[src/inc/power_clock_sleep_ctrl_defs.vh]
`ifndef POWER_CLOCK_SLEEP_CTRL_DEFS_VH
`define POWER_CLOCK_SLEEP_CTRL_DEFS_VH

// Register indices; byte address on the bus is four times the index
`define IDX_MAIN_CLOCK_CONTROL   8'h00
`define IDX_IDLE_DEPTH_SELECT    8'h01
`define IDX_CPU_CLOCK_DIVIDER    8'h08
`define IDX_BUS_A_CLOCK_DIVIDER  8'h09
`define IDX_BUS_B_CLOCK_DIVIDER  8'h0A
`define IDX_BUS_C_CLOCK_DIVIDER  8'h0B
`define IDX_HS_BUS_CLOCK_GATES   8'h14
`define IDX_BUS_A_CLOCK_GATES    8'h18
`define IDX_BUS_B_CLOCK_GATES    8'h1C
`define IDX_BUS_C_CLOCK_GATES    8'h20
`define IDX_IRQ_ENABLE_CLEAR     8'h34
`define IDX_IRQ_ENABLE_SET       8'h35
`define IDX_IRQ_FLAGS            8'h36
`define IDX_LAST_RESET_SOURCE    8'h38

// Bus widths
`define AXI_ADDR_W 10

// Main clock control fields
`define BIT_BACKUP_CLOCK_SELECT     4
`define BIT_FAILURE_DETECTOR_ENABLE 2

// Interrupt flag fields
`define BIT_CLOCKS_READY_FLAG  0
`define BIT_CLOCK_FAILURE_FLAG 1

// Last reset source fields
`define BIT_POWER_ON_CAUSE      0
`define BIT_CORE_BROWNOUT_CAUSE 1
`define BIT_IO_BROWNOUT_CAUSE   2
`define BIT_EXT_PIN_CAUSE       4
`define BIT_WATCHDOG_CAUSE      5
`define BIT_SYSTEM_REQUEST_CAUSE 6
`define CAUSE_BITS 8'h77

// Idle depth codes
`define IDLE_CPU 2'h0
`define IDLE_AHB 2'h1
`define IDLE_APB 2'h2

// Reset values
`define RST_CONTROL     8'h00
`define RST_IDLE_DEPTH  2'h0
`define RST_DIVIDER     3'h0
`define RST_HS_GATES    32'h0000_007F
`define RST_A_GATES     32'h0000_007F
`define RST_B_GATES     32'h0000_000F
`define RST_C_GATES     32'h0000_0000

// Implemented bits of the gate registers
`define HS_GATE_BITS    32'h0000_001F
`define A_GATE_BITS     32'h0000_007F
`define B_GATE_BITS     32'h0000_000F
`define C_GATE_BITS     32'h000F_FFFF

// AXI responses
`define RESP_OKAY   2'h0
`define RESP_SLVERR 2'h2
`define RESP_DECERR 2'h3

`endif

[src/verilog/power_clock_sleep_ctrl.v]
`include "power_clock_sleep_ctrl_defs.vh"
`default_nettype none

module power_clock_sleep_ctrl (
	input  wire                   ref_clk,           // Selected main clock
	input  wire                   rst,               // Synchronous reset, high
	input  wire [`AXI_ADDR_W-1:0] s_axi_awaddr,      // Write address
	input  wire                   s_axi_awvalid,     // Write address valid
	output reg                    s_axi_awready,     // Write address ready
	input  wire [31:0]            s_axi_wdata,       // Write data
	input  wire [3:0]             s_axi_wstrb,       // Write byte strobes
	input  wire                   s_axi_wvalid,      // Write data valid
	output reg                    s_axi_wready,      // Write data ready
	output reg  [1:0]             s_axi_bresp,       // Write response
	output reg                    s_axi_bvalid,      // Write response valid
	input  wire                   s_axi_bready,      // Write response ready
	input  wire [`AXI_ADDR_W-1:0] s_axi_araddr,      // Read address
	input  wire                   s_axi_arvalid,     // Read address valid
	output reg                    s_axi_arready,     // Read address ready
	output reg  [31:0]            s_axi_rdata,       // Read data
	output reg  [1:0]             s_axi_rresp,       // Read response
	output reg                    s_axi_rvalid,      // Read data valid
	input  wire                   s_axi_rready,      // Read data ready
	input  wire                   accessProtect,     // Protection unit guards this block
	input  wire                   waitForInterrupt,  // CPU executes wait for interrupt
	input  wire                   sleepDeepSel,      // CPU deep sleep selection
	input  wire                   anyInterrupt,      // Pending unmasked interrupt
	input  wire                   asyncInterrupt,    // Asynchronous wake interrupt
	input  wire                   clockFailure,      // Main clock failure seen
	input  wire                   clocksReady,       // Clock sources ready event
	input  wire [7:0]             resetSources,      // Cause lines, held through reset
	output reg                    backupClockSelect, // Main clock from backup oscillator
	output reg                    cpuClkEn,          // CPU clock enable pulse
	output reg                    busAClkEn,         // Bus A clock enable pulse
	output reg                    busBClkEn,         // Bus B clock enable pulse
	output reg                    busCClkEn,         // Bus C clock enable pulse
	output reg  [4:0]             hsGateEn,          // High speed bus module gates
	output reg  [6:0]             busAGateEn,        // Bus A module gates
	output reg  [3:0]             busBGateEn,        // Bus B module gates
	output reg  [19:0]            busCGateEn,        // Bus C module gates
	output reg  [1:0]             sleepState,        // 0 active, 1 idle, 2 standby
	output reg                    irqRequest         // Interrupt request
);

	localparam [1:0] ST_ACTIVE  = 2'd0;
	localparam [1:0] ST_IDLE    = 2'd1;
	localparam [1:0] ST_STANDBY = 2'd2;

	// Byte-lane merge, used by the four gate registers
	function [31:0] mergeBytes;
		input [31:0] oldVal;
		input [31:0] newVal;
		input [3:0]  strb;
		integer      i;
		begin
			for (i = 0; i < 4; i = i + 1) begin
				mergeBytes[i*8 +: 8] = strb[i] ? newVal[i*8 +: 8] : oldVal[i*8 +: 8];
			end
		end
	endfunction

	// Address to register index; misaligned byte bits are ignored
	function [7:0] regIndex;
		input [`AXI_ADDR_W-1:0] addr;
		begin
			regIndex = addr[`AXI_ADDR_W-1:2];
		end
	endfunction

	// Mapped-register check, shared by read and write paths
	function isMapped;
		input [7:0] idx;
		begin
			case (idx)
				`IDX_MAIN_CLOCK_CONTROL, `IDX_IDLE_DEPTH_SELECT, `IDX_CPU_CLOCK_DIVIDER,
				`IDX_BUS_A_CLOCK_DIVIDER, `IDX_BUS_B_CLOCK_DIVIDER, `IDX_BUS_C_CLOCK_DIVIDER,
				`IDX_HS_BUS_CLOCK_GATES, `IDX_BUS_A_CLOCK_GATES, `IDX_BUS_B_CLOCK_GATES,
				`IDX_BUS_C_CLOCK_GATES, `IDX_IRQ_ENABLE_CLEAR, `IDX_IRQ_ENABLE_SET,
				`IDX_IRQ_FLAGS, `IDX_LAST_RESET_SOURCE: isMapped = 1'b1;
				default: isMapped = 1'b0;
			endcase
		end
	endfunction

	// Registers that the protection unit can lock
	function isProtected;
		input [7:0] idx;
		begin
			isProtected = isMapped(idx) && (idx < `IDX_IRQ_ENABLE_CLEAR);
		end
	endfunction

	reg  [7:0]  control_r;
	reg  [1:0]  idleDepth_r;
	reg  [2:0]  cpu_divider_field_r;
	reg  [2:0]  busADiv_r;
	reg  [2:0]  busBDiv_r;
	reg  [2:0]  busCDiv_r;
	reg  [31:0] hsGates_r;
	reg  [31:0] aGates_r;
	reg  [31:0] bGates_r;
	reg  [31:0] cGates_r;
	reg  [1:0]  irqEnable_r;
	reg  [1:0]  irqFlags_r;
	reg  [7:0]  resetCause_r;
	reg         causeCapture_r;
	reg  [1:0]  state_r;
	reg  [1:0]  state_nxt;
	reg         awHeld_r;
	reg         wHeld_r;
	reg  [7:0]  wrIdx_r;
	reg  [31:0] wrData_r;
	reg  [3:0]  wrStrb_r;
	reg  [31:0] rdVal;
	wire        wrGo;
	wire        wrOk;
	wire [7:0]  rdIdx;
	wire        frozen;
	wire        cpuRun;
	wire        ahbRun;
	wire        apbRun;
	wire        failEvent;
	wire [1:0]  flagSet;
	wire [1:0]  flagClr;
	wire [1:0]  enSet;
	wire [1:0]  enClr;
	wire [3:0]  ticks;
	wire [3:0]  domRun;
	wire [11:0] divSel;

	// Write happens once address and data are both held
	assign wrGo  = awHeld_r && wHeld_r && !s_axi_bvalid;
	assign wrOk  = isMapped(wrIdx_r) && !(accessProtect && isProtected(wrIdx_r));
	assign rdIdx = regIndex(s_axi_araddr);

	// Standby stops every domain; idle keeps this block itself on the main clock
	assign frozen = (state_r == ST_STANDBY);
	assign cpuRun = (state_r == ST_ACTIVE);
	assign ahbRun = cpuRun || ((state_r == ST_IDLE) && (idleDepth_r == `IDLE_CPU));
	assign apbRun = ahbRun || ((state_r == ST_IDLE) && (idleDepth_r == `IDLE_AHB));

	// Event sources; hardware sets take priority over software clears
	assign failEvent = clockFailure && control_r[`BIT_FAILURE_DETECTOR_ENABLE] && !frozen;
	assign flagSet   = {failEvent, clocksReady && !frozen};
	assign flagClr   = (wrGo && wrOk && (wrIdx_r == `IDX_IRQ_FLAGS) && wrStrb_r[0]) ?
	                   wrData_r[1:0] : 2'b00;
	assign enSet     = (wrGo && wrOk && (wrIdx_r == `IDX_IRQ_ENABLE_SET) && wrStrb_r[0]) ?
	                   wrData_r[1:0] : 2'b00;
	assign enClr     = (wrGo && wrOk && (wrIdx_r == `IDX_IRQ_ENABLE_CLEAR) && wrStrb_r[0]) ?
	                   wrData_r[1:0] : 2'b00;

	// Sleep sequencer
	always @* begin
		state_nxt = state_r;
		case (state_r)
			ST_ACTIVE: begin
				if (waitForInterrupt) begin
					state_nxt = sleepDeepSel ? ST_STANDBY : ST_IDLE;
				end
			end
			ST_IDLE: begin
				if (anyInterrupt) begin
					state_nxt = ST_ACTIVE;
				end
			end
			ST_STANDBY: begin
				if (asyncInterrupt) begin
					state_nxt = ST_ACTIVE;
				end
			end
			default: state_nxt = ST_ACTIVE;
		endcase
	end

	always @(posedge ref_clk) begin
		if (rst) begin
			state_r <= ST_ACTIVE;
		end else begin
			state_r <= state_nxt;
		end
	end

	// Write channel: address and data accepted in either order
	always @(posedge ref_clk) begin
		if (rst) begin
			awHeld_r      <= 1'b0;
			wHeld_r       <= 1'b0;
			wrIdx_r       <= 8'h00;
			wrData_r      <= 32'h0000_0000;
			wrStrb_r      <= 4'h0;
			s_axi_awready <= 1'b0;
			s_axi_wready  <= 1'b0;
			s_axi_bvalid  <= 1'b0;
			s_axi_bresp   <= `RESP_OKAY;
		end else begin
			s_axi_awready <= 1'b0;
			s_axi_wready  <= 1'b0;
			if (s_axi_awvalid && !awHeld_r && !s_axi_awready) begin
				s_axi_awready <= 1'b1;
				awHeld_r      <= 1'b1;
				wrIdx_r       <= regIndex(s_axi_awaddr);
			end
			if (s_axi_wvalid && !wHeld_r && !s_axi_wready) begin
				s_axi_wready <= 1'b1;
				wHeld_r      <= 1'b1;
				wrData_r     <= s_axi_wdata;
				wrStrb_r     <= s_axi_wstrb;
			end
			if (wrGo) begin
				awHeld_r     <= 1'b0;
				wHeld_r      <= 1'b0;
				s_axi_bvalid <= 1'b1;
				if (!isMapped(wrIdx_r)) begin
					s_axi_bresp <= `RESP_DECERR;
				end else if (!wrOk) begin
					s_axi_bresp <= `RESP_SLVERR;
				end else begin
					s_axi_bresp <= `RESP_OKAY;
				end
			end else if (s_axi_bvalid && s_axi_bready) begin
				s_axi_bvalid <= 1'b0;
			end
		end
	end

	// Read mux; narrow registers in the low bits, the rest reads zero
	always @* begin
		rdVal = 32'h0000_0000;
		case (rdIdx)
			`IDX_MAIN_CLOCK_CONTROL:  rdVal[7:0] = control_r;
			`IDX_IDLE_DEPTH_SELECT:   rdVal[1:0] = idleDepth_r;
			`IDX_CPU_CLOCK_DIVIDER:   rdVal[2:0] = cpu_divider_field_r;
			`IDX_BUS_A_CLOCK_DIVIDER: rdVal[2:0] = busADiv_r;
			`IDX_BUS_B_CLOCK_DIVIDER: rdVal[2:0] = busBDiv_r;
			`IDX_BUS_C_CLOCK_DIVIDER: rdVal[2:0] = busCDiv_r;
			`IDX_HS_BUS_CLOCK_GATES:  rdVal = hsGates_r & `HS_GATE_BITS;
			`IDX_BUS_A_CLOCK_GATES:   rdVal = aGates_r & `A_GATE_BITS;
			`IDX_BUS_B_CLOCK_GATES:   rdVal = bGates_r & `B_GATE_BITS;
			`IDX_BUS_C_CLOCK_GATES:   rdVal = cGates_r & `C_GATE_BITS;
			`IDX_IRQ_ENABLE_CLEAR:    rdVal[1:0] = irqEnable_r;
			`IDX_IRQ_ENABLE_SET:      rdVal[1:0] = irqEnable_r;
			`IDX_IRQ_FLAGS:           rdVal[1:0] = irqFlags_r;
			`IDX_LAST_RESET_SOURCE:   rdVal[7:0] = resetCause_r;
			default:                  rdVal = 32'h0000_0000;
		endcase
	end

	// Read channel: one read at a time, data one cycle after address
	always @(posedge ref_clk) begin
		if (rst) begin
			s_axi_arready <= 1'b0;
			s_axi_rvalid  <= 1'b0;
			s_axi_rdata   <= 32'h0000_0000;
			s_axi_rresp   <= `RESP_OKAY;
		end else begin
			s_axi_arready <= 1'b0;
			if (s_axi_arvalid && !s_axi_rvalid && !s_axi_arready) begin
				s_axi_arready <= 1'b1;
				s_axi_rvalid  <= 1'b1;
				s_axi_rdata   <= rdVal;
				s_axi_rresp   <= isMapped(rdIdx) ? `RESP_OKAY : `RESP_DECERR;
			end else if (s_axi_rvalid && s_axi_rready) begin
				s_axi_rvalid <= 1'b0;
			end
		end
	end

	// Configuration registers; byte lanes honoured, divider bytes use lane 0 only
	always @(posedge ref_clk) begin
		if (rst) begin
			control_r   <= `RST_CONTROL;
			idleDepth_r <= `RST_IDLE_DEPTH;
			cpu_divider_field_r    <= `RST_DIVIDER;
			busADiv_r   <= `RST_DIVIDER;
			busBDiv_r   <= `RST_DIVIDER;
			busCDiv_r   <= `RST_DIVIDER;
			hsGates_r   <= `RST_HS_GATES;
			aGates_r    <= `RST_A_GATES;
			bGates_r    <= `RST_B_GATES;
			cGates_r    <= `RST_C_GATES;
		end else begin
			if (wrGo && wrOk && wrStrb_r[0]) begin
				case (wrIdx_r)
					`IDX_MAIN_CLOCK_CONTROL: begin
						control_r <= wrData_r[7:0] & 8'h14;
					end
					`IDX_IDLE_DEPTH_SELECT:   idleDepth_r <= wrData_r[1:0];
					`IDX_CPU_CLOCK_DIVIDER:   cpu_divider_field_r    <= wrData_r[2:0];
					`IDX_BUS_A_CLOCK_DIVIDER: busADiv_r   <= wrData_r[2:0];
					`IDX_BUS_B_CLOCK_DIVIDER: busBDiv_r   <= wrData_r[2:0];
					`IDX_BUS_C_CLOCK_DIVIDER: busCDiv_r   <= wrData_r[2:0];
					default: begin
					end
				endcase
			end
			if (wrGo && wrOk) begin
				case (wrIdx_r)
					`IDX_HS_BUS_CLOCK_GATES: hsGates_r <= mergeBytes(hsGates_r, wrData_r, wrStrb_r);
					`IDX_BUS_A_CLOCK_GATES:  aGates_r  <= mergeBytes(aGates_r, wrData_r, wrStrb_r);
					`IDX_BUS_B_CLOCK_GATES:  bGates_r  <= mergeBytes(bGates_r, wrData_r, wrStrb_r);
					`IDX_BUS_C_CLOCK_GATES:  cGates_r  <= mergeBytes(cGates_r, wrData_r, wrStrb_r);
					default: begin
					end
				endcase
			end
			// Failure forces the backup clock even over a same-cycle write
			if (failEvent) begin
				control_r[`BIT_BACKUP_CLOCK_SELECT]     <= 1'b1;
				control_r[`BIT_FAILURE_DETECTOR_ENABLE] <= 1'b1;
			end
		end
	end

	// Interrupt enable and flags; set wins over clear
	always @(posedge ref_clk) begin
		if (rst) begin
			irqEnable_r <= 2'b00;
			irqFlags_r  <= 2'b00;
			irqRequest  <= 1'b0;
		end else begin
			irqEnable_r <= (irqEnable_r & ~enClr) | enSet;
			irqFlags_r  <= (irqFlags_r & ~flagClr) | flagSet;
			irqRequest  <= |(((irqFlags_r & ~flagClr) | flagSet) & ((irqEnable_r & ~enClr) | enSet));
		end
	end

	// Reset cause caught on the first edge after release, lines still valid then
	always @(posedge ref_clk) begin
		if (rst) begin
			causeCapture_r <= 1'b1;
			resetCause_r   <= 8'h00;
		end else begin
			causeCapture_r <= 1'b0;
			if (causeCapture_r) begin
				resetCause_r <= resetSources & `CAUSE_BITS;
			end
		end
	end

	// Four prescalers: CPU on its own domain, buses A to C on the APB domain
	assign domRun = {apbRun, apbRun, apbRun, cpuRun};
	assign divSel = {busCDiv_r, busBDiv_r, busADiv_r, cpu_divider_field_r};

	genvar g;
	generate
		for (g = 0; g < 4; g = g + 1) begin : gPrescale
			clock_prescaler uPrescale (
				.ref_clk (ref_clk),
				.rst     (rst),
				.run     (domRun[g] && !frozen),
				.divSel  (divSel[g*3 +: 3]),
				.tick    (ticks[g])
			);
		end
	endgenerate

	// Registered outputs; gates close while their domain sleeps
	always @(posedge ref_clk) begin
		if (rst) begin
			backupClockSelect <= 1'b0;
			cpuClkEn          <= 1'b0;
			busAClkEn         <= 1'b0;
			busBClkEn         <= 1'b0;
			busCClkEn         <= 1'b0;
			hsGateEn          <= 5'h00;
			busAGateEn        <= 7'h00;
			busBGateEn        <= 4'h0;
			busCGateEn        <= 20'h0_0000;
			sleepState        <= ST_ACTIVE;
		end else begin
			backupClockSelect <= control_r[`BIT_BACKUP_CLOCK_SELECT];
			cpuClkEn          <= ticks[0];
			busAClkEn         <= ticks[1];
			busBClkEn         <= ticks[2];
			busCClkEn         <= ticks[3];
			hsGateEn          <= hsGates_r[4:0] & {5{ahbRun}};
			busAGateEn        <= aGates_r[6:0] & {7{apbRun}};
			busBGateEn        <= bGates_r[3:0] & {4{apbRun}};
			busCGateEn        <= cGates_r[19:0] & {20{apbRun}};
			sleepState        <= state_r;
		end
	end

endmodule // power_clock_sleep_ctrl

`default_nettype wire

[src/verilog/clock_prescaler.v]
`default_nettype none

// Power-of-two clock enable generator
module clock_prescaler (
	input  wire       ref_clk, // Main clock
	input  wire       rst,     // Synchronous reset, high
	input  wire       run,     // Domain running
	input  wire [2:0] divSel,  // Divide by 2^divSel
	output reg        tick     // Enable pulse, one per period
);

	reg  [6:0] count_r;
	wire [6:0] limit;

	// Mask of low counter bits; all ones ends the period
	assign limit = (7'h7F >> (3'd7 - divSel));

	// Counter halts while the domain is stopped, so no stale tick on restart
	always @(posedge ref_clk) begin
		if (rst) begin
			count_r <= 7'h00;
			tick    <= 1'b0;
		end else if (run) begin
			count_r <= count_r + 7'h01;
			tick    <= ((count_r & limit) == limit);
		end else begin
			tick    <= 1'b0;
		end
	end

endmodule // clock_prescaler

`default_nettype wire

[config.mk]
export PLATFORM = sky130hd
export DESIGN_NAME = power_clock_sleep_ctrl
export DESIGN_NICKNAME = d
export VERILOG_FILES = /design/src/verilog/power_clock_sleep_ctrl.v /design/src/verilog/clock_prescaler.v
export VERILOG_INCLUDE_DIRS = /design/src /design/src/inc
export SDC_FILE = /design/constraint.sdc
export NUM_CORES = 1
export LEC_CHECK = 0
export ABC_AREA = 1
export BUFFER_PORTS_ARGS = -buffer_cell sky130_fd_sc_hd__buf_2
export CAP_MARGIN = 20
export CELL_PAD_IN_SITES_DETAIL_PLACEMENT = 0
export CELL_PAD_IN_SITES_GLOBAL_PLACEMENT = 1
export CORE_MARGIN = 8
export CORE_UTILIZATION = 39
export DETAILED_ROUTE_END_ITERATION = 12
export PLACE_DENSITY = 0.83
export SLEW_MARGIN = 10
export SYNTH_ARGS = -nofsm -noshare
export SYNTH_HDL_FRONTEND = slang
export SYNTH_SLANG_ARGS = --single-unit
[constraint.sdc]
create_clock -name ref_clk -period 2.3 [get_ports ref_clk]
set_clock_uncertainty 0.15 [all_clocks]
set_input_delay 0.46 -clock ref_clk [delete_from_list [all_inputs] [get_ports ref_clk]]
set_output_delay 0.46 -clock ref_clk [all_outputs]
set_load 0.05 [all_outputs]
==> out/metrics.csv, run 1 <==
metric,value,unit
vias,7210,
synth-main-ff-cell,dfxtp_1,
synthArstFlopShare,0,
grt_pass1_wl,35900,µm
io_pins,163,
first_pass_iters,4,
reg2reg_depth,9,
critPathLaunch,wrIdx_r[6],
synth_top_area_share,0.506,
critPathKind,flop to flop,
numPortBuffers,131,
reg2reg_from,wrIdx_r[6],
hold_viol,0,
ys_ff_latch,203,
antenna_found_initial,0,
drtIter0Drc,444,
layout.cells.non_filler,1499,
setup.worst_path.end,busBDiv_r[2],
p_leak,4.47,nW
synth_area_per_cell,7.47,µm²
critPathRequiredTime,2.59,ns
slew_headroom,0.641,
clock_sinks,203,
grt_pass1_vias,6949,
synth_top_area_cell,dfxtp_1,
fp-row-count,52,
endpoint_kind,flop,
grt_max_degree,57,
core_area,20200,µm²
start_util,0.397,
place_congestion,0.845,
dp_hpwl,15900,µm
layout-drive-gt1-share,0.165,
final-setup-viol-count,0,
p_per_area,856,nW/µm²
cap_viol_max_count,0,
r2r_slack,0.29,ns
fill_cells,2054,
drv_slew,0,
final_core_utilization,0.484,
cp-start-kind,flop,
cts_resized,0,
track_usage,0.168,
dpl.cell_count,1460,
insertedDiodeCount,0,
syn_inst,1076,
route.detailed.drc,0,
h-tree-depth,1,
syn2layout_area_growth,21.8,%
drt_wl_total,21900,µm
status,"finished, final reports clean",
dieArea,25500,µm²
crit_fanout,12,
cts_buffer_depth,3,
synth_seq_area_share,0.506,
ant_nets,0,
worstHoldPathType,primary input to flop,
vdd_drop_max,409,µV
cts-hold-fix-buffers,0,
cp.arrival,2.30,ns
clk_latency,0.51,ns
vias_per_cell,4.81,
postCtsSetupRepairBufs,0,
synth_edf_count,0,
die_y,160,µm
finalHoldWorstSlack,0.0368,ns
fin_nets,1296,
r2r-end,busBDiv_r[2],
ys.warnings.count,0,
cts_tree,yes,
avgRoutedWirePerCell,14.6,µm
cts_root_buf,clkbuf_16,
fmax,497,MHz
grt.overflow.total,0,
rsz0062_at_grt,no,
synth.top_cells.by_area,"dfxtp_1 51%, nand2_1 8.5%, a21oi_1 7.0%, nor2_1 7.0%, o21ai_0 6.4%",
synthesis.area,8040,µm²
tns,0,ns
clk_pin_slew,0.07,ns
yosysUniqueCellTypes,37,
period_minus_slack,2.01,ns
tightestPinTransition,0.538,ns
die_w,160,µm
cts_buffers,22,
min_period_over_period,0.874,
==> how the worst min path moves through the flow <==
stage / from / end / depth (start not counted)
final: resetSources[5] / resetCause_r[5] / 3
after global routing: resetSources[5] / resetCause_r[5] / 3
after CTS: resetSources[5] / resetCause_r[5] / 3
after detailed placement: gPrescale[2].uPrescale.tick / busBClkEn / 2
after global placement: gPrescale[2].uPrescale.tick / busBClkEn / 2
after floorplan: gPrescale[1].uPrescale.tick / busAClkEn / 2
==> worst max-delay path, stage by stage (launching register included) <==
cell,delay [ns]
dfxtp_1,0.34
nor2_4,0.19
nand2_2,0.09
nor2_4,0.12
nand3_2,0.16
inv_1,0.33
nand3_1,0.14
nor2_1,0.24
nor2_1,0.08
nor2_1,0.09
==> cell type report <==
cell class	instances	area, µm²	area share
inverters	137	514	0.0525
multi-input cells	698	3250	0.332
repair buffers	152	851	0.0869
flip-flops and latches	203	4060	0.415
well taps	270	338	0.0345
clock buffers	25	582	0.0594
clock inverters	14	188	0.0192
==> cell usage after synthesis (all sizes together) (4+ instances only) <==
cell / number
nor2: 155
ha: 4
nand4: 11
a21oi: 114
a31oi: 5
clkbuf: 27
dfxtp: 203
nand2: 182
o21ai: 105
buf: 22
nand3: 54
o211ai: 19
inv: 137
nor3: 20
==> cells in the final DEF, fill, tap and decap left out, types with 2 or more instances in the layout <==
cell       instances
a211oi_1           2
a21boi_0           2
a21oi_1          113
a221oi_1           2
a31oi_1            5
buf_12             3
buf_2            131
buf_4             18
bufinv_16          4
clkbuf_16         22
clkbuf_8           2
clkinv_2           7
conb_1            12
dfxtp_1          203
ha_1               4
inv_1            135
inv_2              2
nand2_1          181
nand3_1           53
nand3b_1           2
nand4_1           10
nor2_1           150
nor2_2             2
nor2_4             3
nor3_1            18
nor3_2             2
nor4_1             2
o211ai_1          19
o21a_1             2
o21ai_0          103
o21ai_1            2
o221ai_1           2
==> kinds of logic after synthesis <==
logic type / Yosys count / share of synthesized area
other: 1 / 0.000466
AND/OR/NAND/NOR: 427 / 0.223
AO/OA/AOI/OAI: 255 / 0.170
adder cells (fa/ha/maj): 4 / 0.00623
buffers and inverters: 186 / 0.0949
flip-flops: 203 / 0.506
==> metal layers <==
metal	global-route usage	vias to the layer above	wire [µm]
met1	0.230	3213	10600
met4	0.0429	0	338
met3	0.0328	25	1380
met5	0	-	0
li1	-	3762	-
met2	0.265	210	9580
==> flip-flops by register name, indices dropped and copies added, names as in the netlist, 6 cells and up, named ones only <==
| register | flops |
|---|---|
| gPrescale.uPrescale.count_r | 28 |
| busCGateEn | 20 |
| aGates_r | 7 |
| cGates_r | 20 |
| busAGateEn | 7 |
| wrData_r | 20 |
| s_axi_rdata | 20 |
| wrIdx_r | 8 |
| resetCause_r | 6 |
==> report_power, final <==
part	switching, mW	internal (mW)	total [mW]
Clock	1.44	2.28	3.71
Combinational	0.650	0.240	0.891
Sequential	0.0960	3.68	3.77
Total	2.19	6.19	8.38
==> through the flow <==
stage                     area, µm²  worst slack, ns  power, mW
final                          9790            0.289       8.38
after global placement         9020            0.212       4.73
after global routing           9790           0.0331       8.73
after detailed placement       9020            0.214       4.74
after floorplan                8080            0.380       4.47
after CTS                      9790            0.296       8.47
No activity file was read; power rests on OpenSTA's default activity.
==> run 2: changes to the inputs <==
--- a/config.mk
+++ b/config.mk
@@ -7,14 +7,14 @@
 export NUM_CORES = 1
 export LEC_CHECK = 0
 export ABC_AREA = 1
-export BUFFER_PORTS_ARGS = -buffer_cell sky130_fd_sc_hd__buf_2
 export CAP_MARGIN = 20
 export CELL_PAD_IN_SITES_DETAIL_PLACEMENT = 0
 export CELL_PAD_IN_SITES_GLOBAL_PLACEMENT = 1
 export CORE_MARGIN = 8
-export CORE_UTILIZATION = 39
+export CORE_UTILIZATION = 45
 export DETAILED_ROUTE_END_ITERATION = 12
-export PLACE_DENSITY = 0.83
+export DONT_BUFFER_PORTS = 1
+export PLACE_DENSITY = 0.82
 export SLEW_MARGIN = 10
 export SYNTH_ARGS = -nofsm -noshare
 export SYNTH_HDL_FRONTEND = slang
==> constraint.sdc (replaced) <==
create_clock -name ref_clk -period 1.9 [get_ports ref_clk]
set_clock_uncertainty 0.15 [all_clocks]
set_input_delay 0.38 -clock ref_clk [delete_from_list [all_inputs] [get_ports ref_clk]]
set_output_delay 0.38 -clock ref_clk [all_outputs]
set_load 0.05 [all_outputs]
==> run 2 against run 1 <==
  * Critical path depth did not move
  * Register-to-register slack got worse by 0.15 ns
  * Worst setup slack got worse by 0.15 ns
  * Clock power rose by 26%
  * Non-clock buffer count fell by 67
  * Sequential share of layout area rose by 0.18 points
  * Fmax rose by 14%
  * Largest power group unchanged
  * Highest routed layer unchanged
==> out/metrics.csv, run 2 (synthesis gave the netlist of run 1 again) <==
metric,value,unit,change
ant_nets,0,,unchanged
finalHoldWorstSlack,0.0192,ns,-0.0176 ns
final_area,9750,µm²,-0.41%
fmax,569,MHz,+14%
crit_path_top_delay_cell,dfxtp_1,,
crit_family,simple AND/OR/NAND/NOR gates,,
cts_tree,yes,,
insertedDiodeCount,0,,unchanged
route.detailed.drc,0,,unchanged
status,"finished, final reports clean",,
regMostFlops,gPrescale.uPrescale.count_r,,
largest_reg_flops,28,,unchanged
critPathKind,flop to flop,,
layout.cells.non_filler,1392,,-7.1%
layout-drive-gt1-share,0.0903,,-0.0749
path_cells,inv_2 -> nand2_1 -> buf_4 -> nor2_4 -> nand4_2 -> or2_0 -> buf_4 -> o21ai_0 -> a21oi_1,,
io_pins,163,,unchanged
p_per_area,1060,nW/µm²,+24%
rsz0062_at_grt,yes,,
syn2layout_area_growth,21.3,%,
tightestPinTransition,0.563,ns,+0.0256 ns
h-tree-depth,1,,unchanged
avgRoutedWirePerCell,15.2,µm,+4.4%
cap_viol_max_count,0,,unchanged
fp-row-count,49,,-5.8%
worstHoldPathType,primary input to flop,,
final_common_cell,dfxtp_1,,
numPortBuffers,0,,-100%
p_total,10.3,mW,+24%
crit_buf_inv,3,,+2
die_y,150,µm,-6.2%
die_w,150,µm,-6.2%
min_period_over_period,0.925,,+0.0504
dp_hpwl,15100,µm,-4.7%
slew_headroom,0.624,,-0.0167
most-common-layout-cells,"202 x dfxtp_1, 180 x nand2_1, 147 x nor2_1",,
placed_cell_area,8470,µm²,-6.1%
p_leak,4.16,nW,-7.0%
grt.overflow.total,0,,unchanged
final-setup-viol-count,0,,unchanged
cp.arrival,2.00,ns,-0.30 ns
critPathMostFrequentCell,buf_4,,
fin_nets,1229,,-5.2%
antenna_found_initial,0,,unchanged
clock_sinks,203,,unchanged
core_area,17700,µm²,-12%
cp-start-kind,flop,,
cts_root_buf,clkbuf_16,,
dieArea,22400,µm²,-12%
clk_pin_slew,0.07,ns,about the same
drv_slew,0,,unchanged
cts_buffer_depth,3,,unchanged
drt_wl_total,21200,µm,-3.0%
vdd_drop_max,906,µV,+120%
cts_buffers,22,,unchanged
vias,7005,,-2.8%
first_pass_iters,5,,+1
fill_cells,1722,,-16%
endpoint_kind,flop,,
grt_pass1_wl,34000,µm,-5.1%
critPathRequiredTime,2.14,ns,-0.45 ns
clk_latency,0.50,ns,about the same
crit_fanout,16,,+4
track_usage,0.187,,+0.0189
grt_pass1_vias,6488,,-6.6%
period_minus_slack,1.76,ns,-0.254 ns
vias_per_cell,5.03,,+4.6%
grt_max_degree,57,,unchanged
place_congestion,0.848,,+0.28%
hold_viol,0,,unchanged
start_util,0.454,,+0.0564
cpPeakStageDelay,0.32,ns,-0.02 ns
drtIter0Drc,396,,-11%
dpl.cell_count,1310,,-10%
## run 2: routing by layer
layer | routed length (µm) | vias to the layer above | global-route usage
met4 | 321 | 0 | 0.0350
met1 | 10100 | 3171 | 0.264
met2 | 9230 | 177 | 0.291
li1 | - | 3632 | -
met3 | 1510 | 25 | 0.0378
met5 | 0 | - | 0
## run 2: report_power, final
| group | internal [mW] | switching (mW) |
|---|---|---|
| Sequential | 4.45 | 0.274 |
| Clock | 2.97 | 1.71 |
| Combinational | 0.319 | 0.624 |
| Total | 7.74 | 2.61 |
## run 2: area by class of cell
type	instances	area (µm²)	area share
clock buffer	28	614	0.0630
clock inverter	12	193	0.0198
multi-input combinational	698	3290	0.338
inverter	137	514	0.0527
sequential	203	4070	0.417
timing repair buffer	85	786	0.0806
tap	229	287	0.0294
## run 2: through the flow
step	TNS [ns]	setup slack (ns)	util
2_1_floorplan	0	0.00572	-
3_3_place_gp	0	0.0145	0.478
3_5_place_dp	-0.0156	-0.0156	0.478
4_1_cts	0	0.00412	0.548
5_1_grt	0	0.00361	0.550
6_report	0	0.143	0.550
## run 2: worst paths after layout
check | from | end | slack [ns] | depth (start not counted)
min | s_axi_araddr[6] | s_axi_rresp[0] | 0.02 | 4
max | wrIdx_r[3] | cGates_r[4] | 0.14 | 9
max reg2reg | wrIdx_r[3] | cGates_r[4] | 0.14 | 9
min reg2reg | gPrescale[3].uPrescale.tick | busCClkEn | 0.25 | 2
## run 2: tightest hold or removal path, cell delays in order
cell and delay [ns]:
nand2_1 0.04, inv_1 0.05, o211ai_1 0.08, a31oi_1 0.08
## run 2: repair_timing
| item | CTS | global route |
|---|---|---|
| buffers inserted | 0 | 0 |
| endpoints found under the setup margin | 0 | 41 |
| gates resized for setup | 0 | 13 |
| hold buffers | 42 | 0 |
| endpoints found under the hold margin | 91 | 0 |
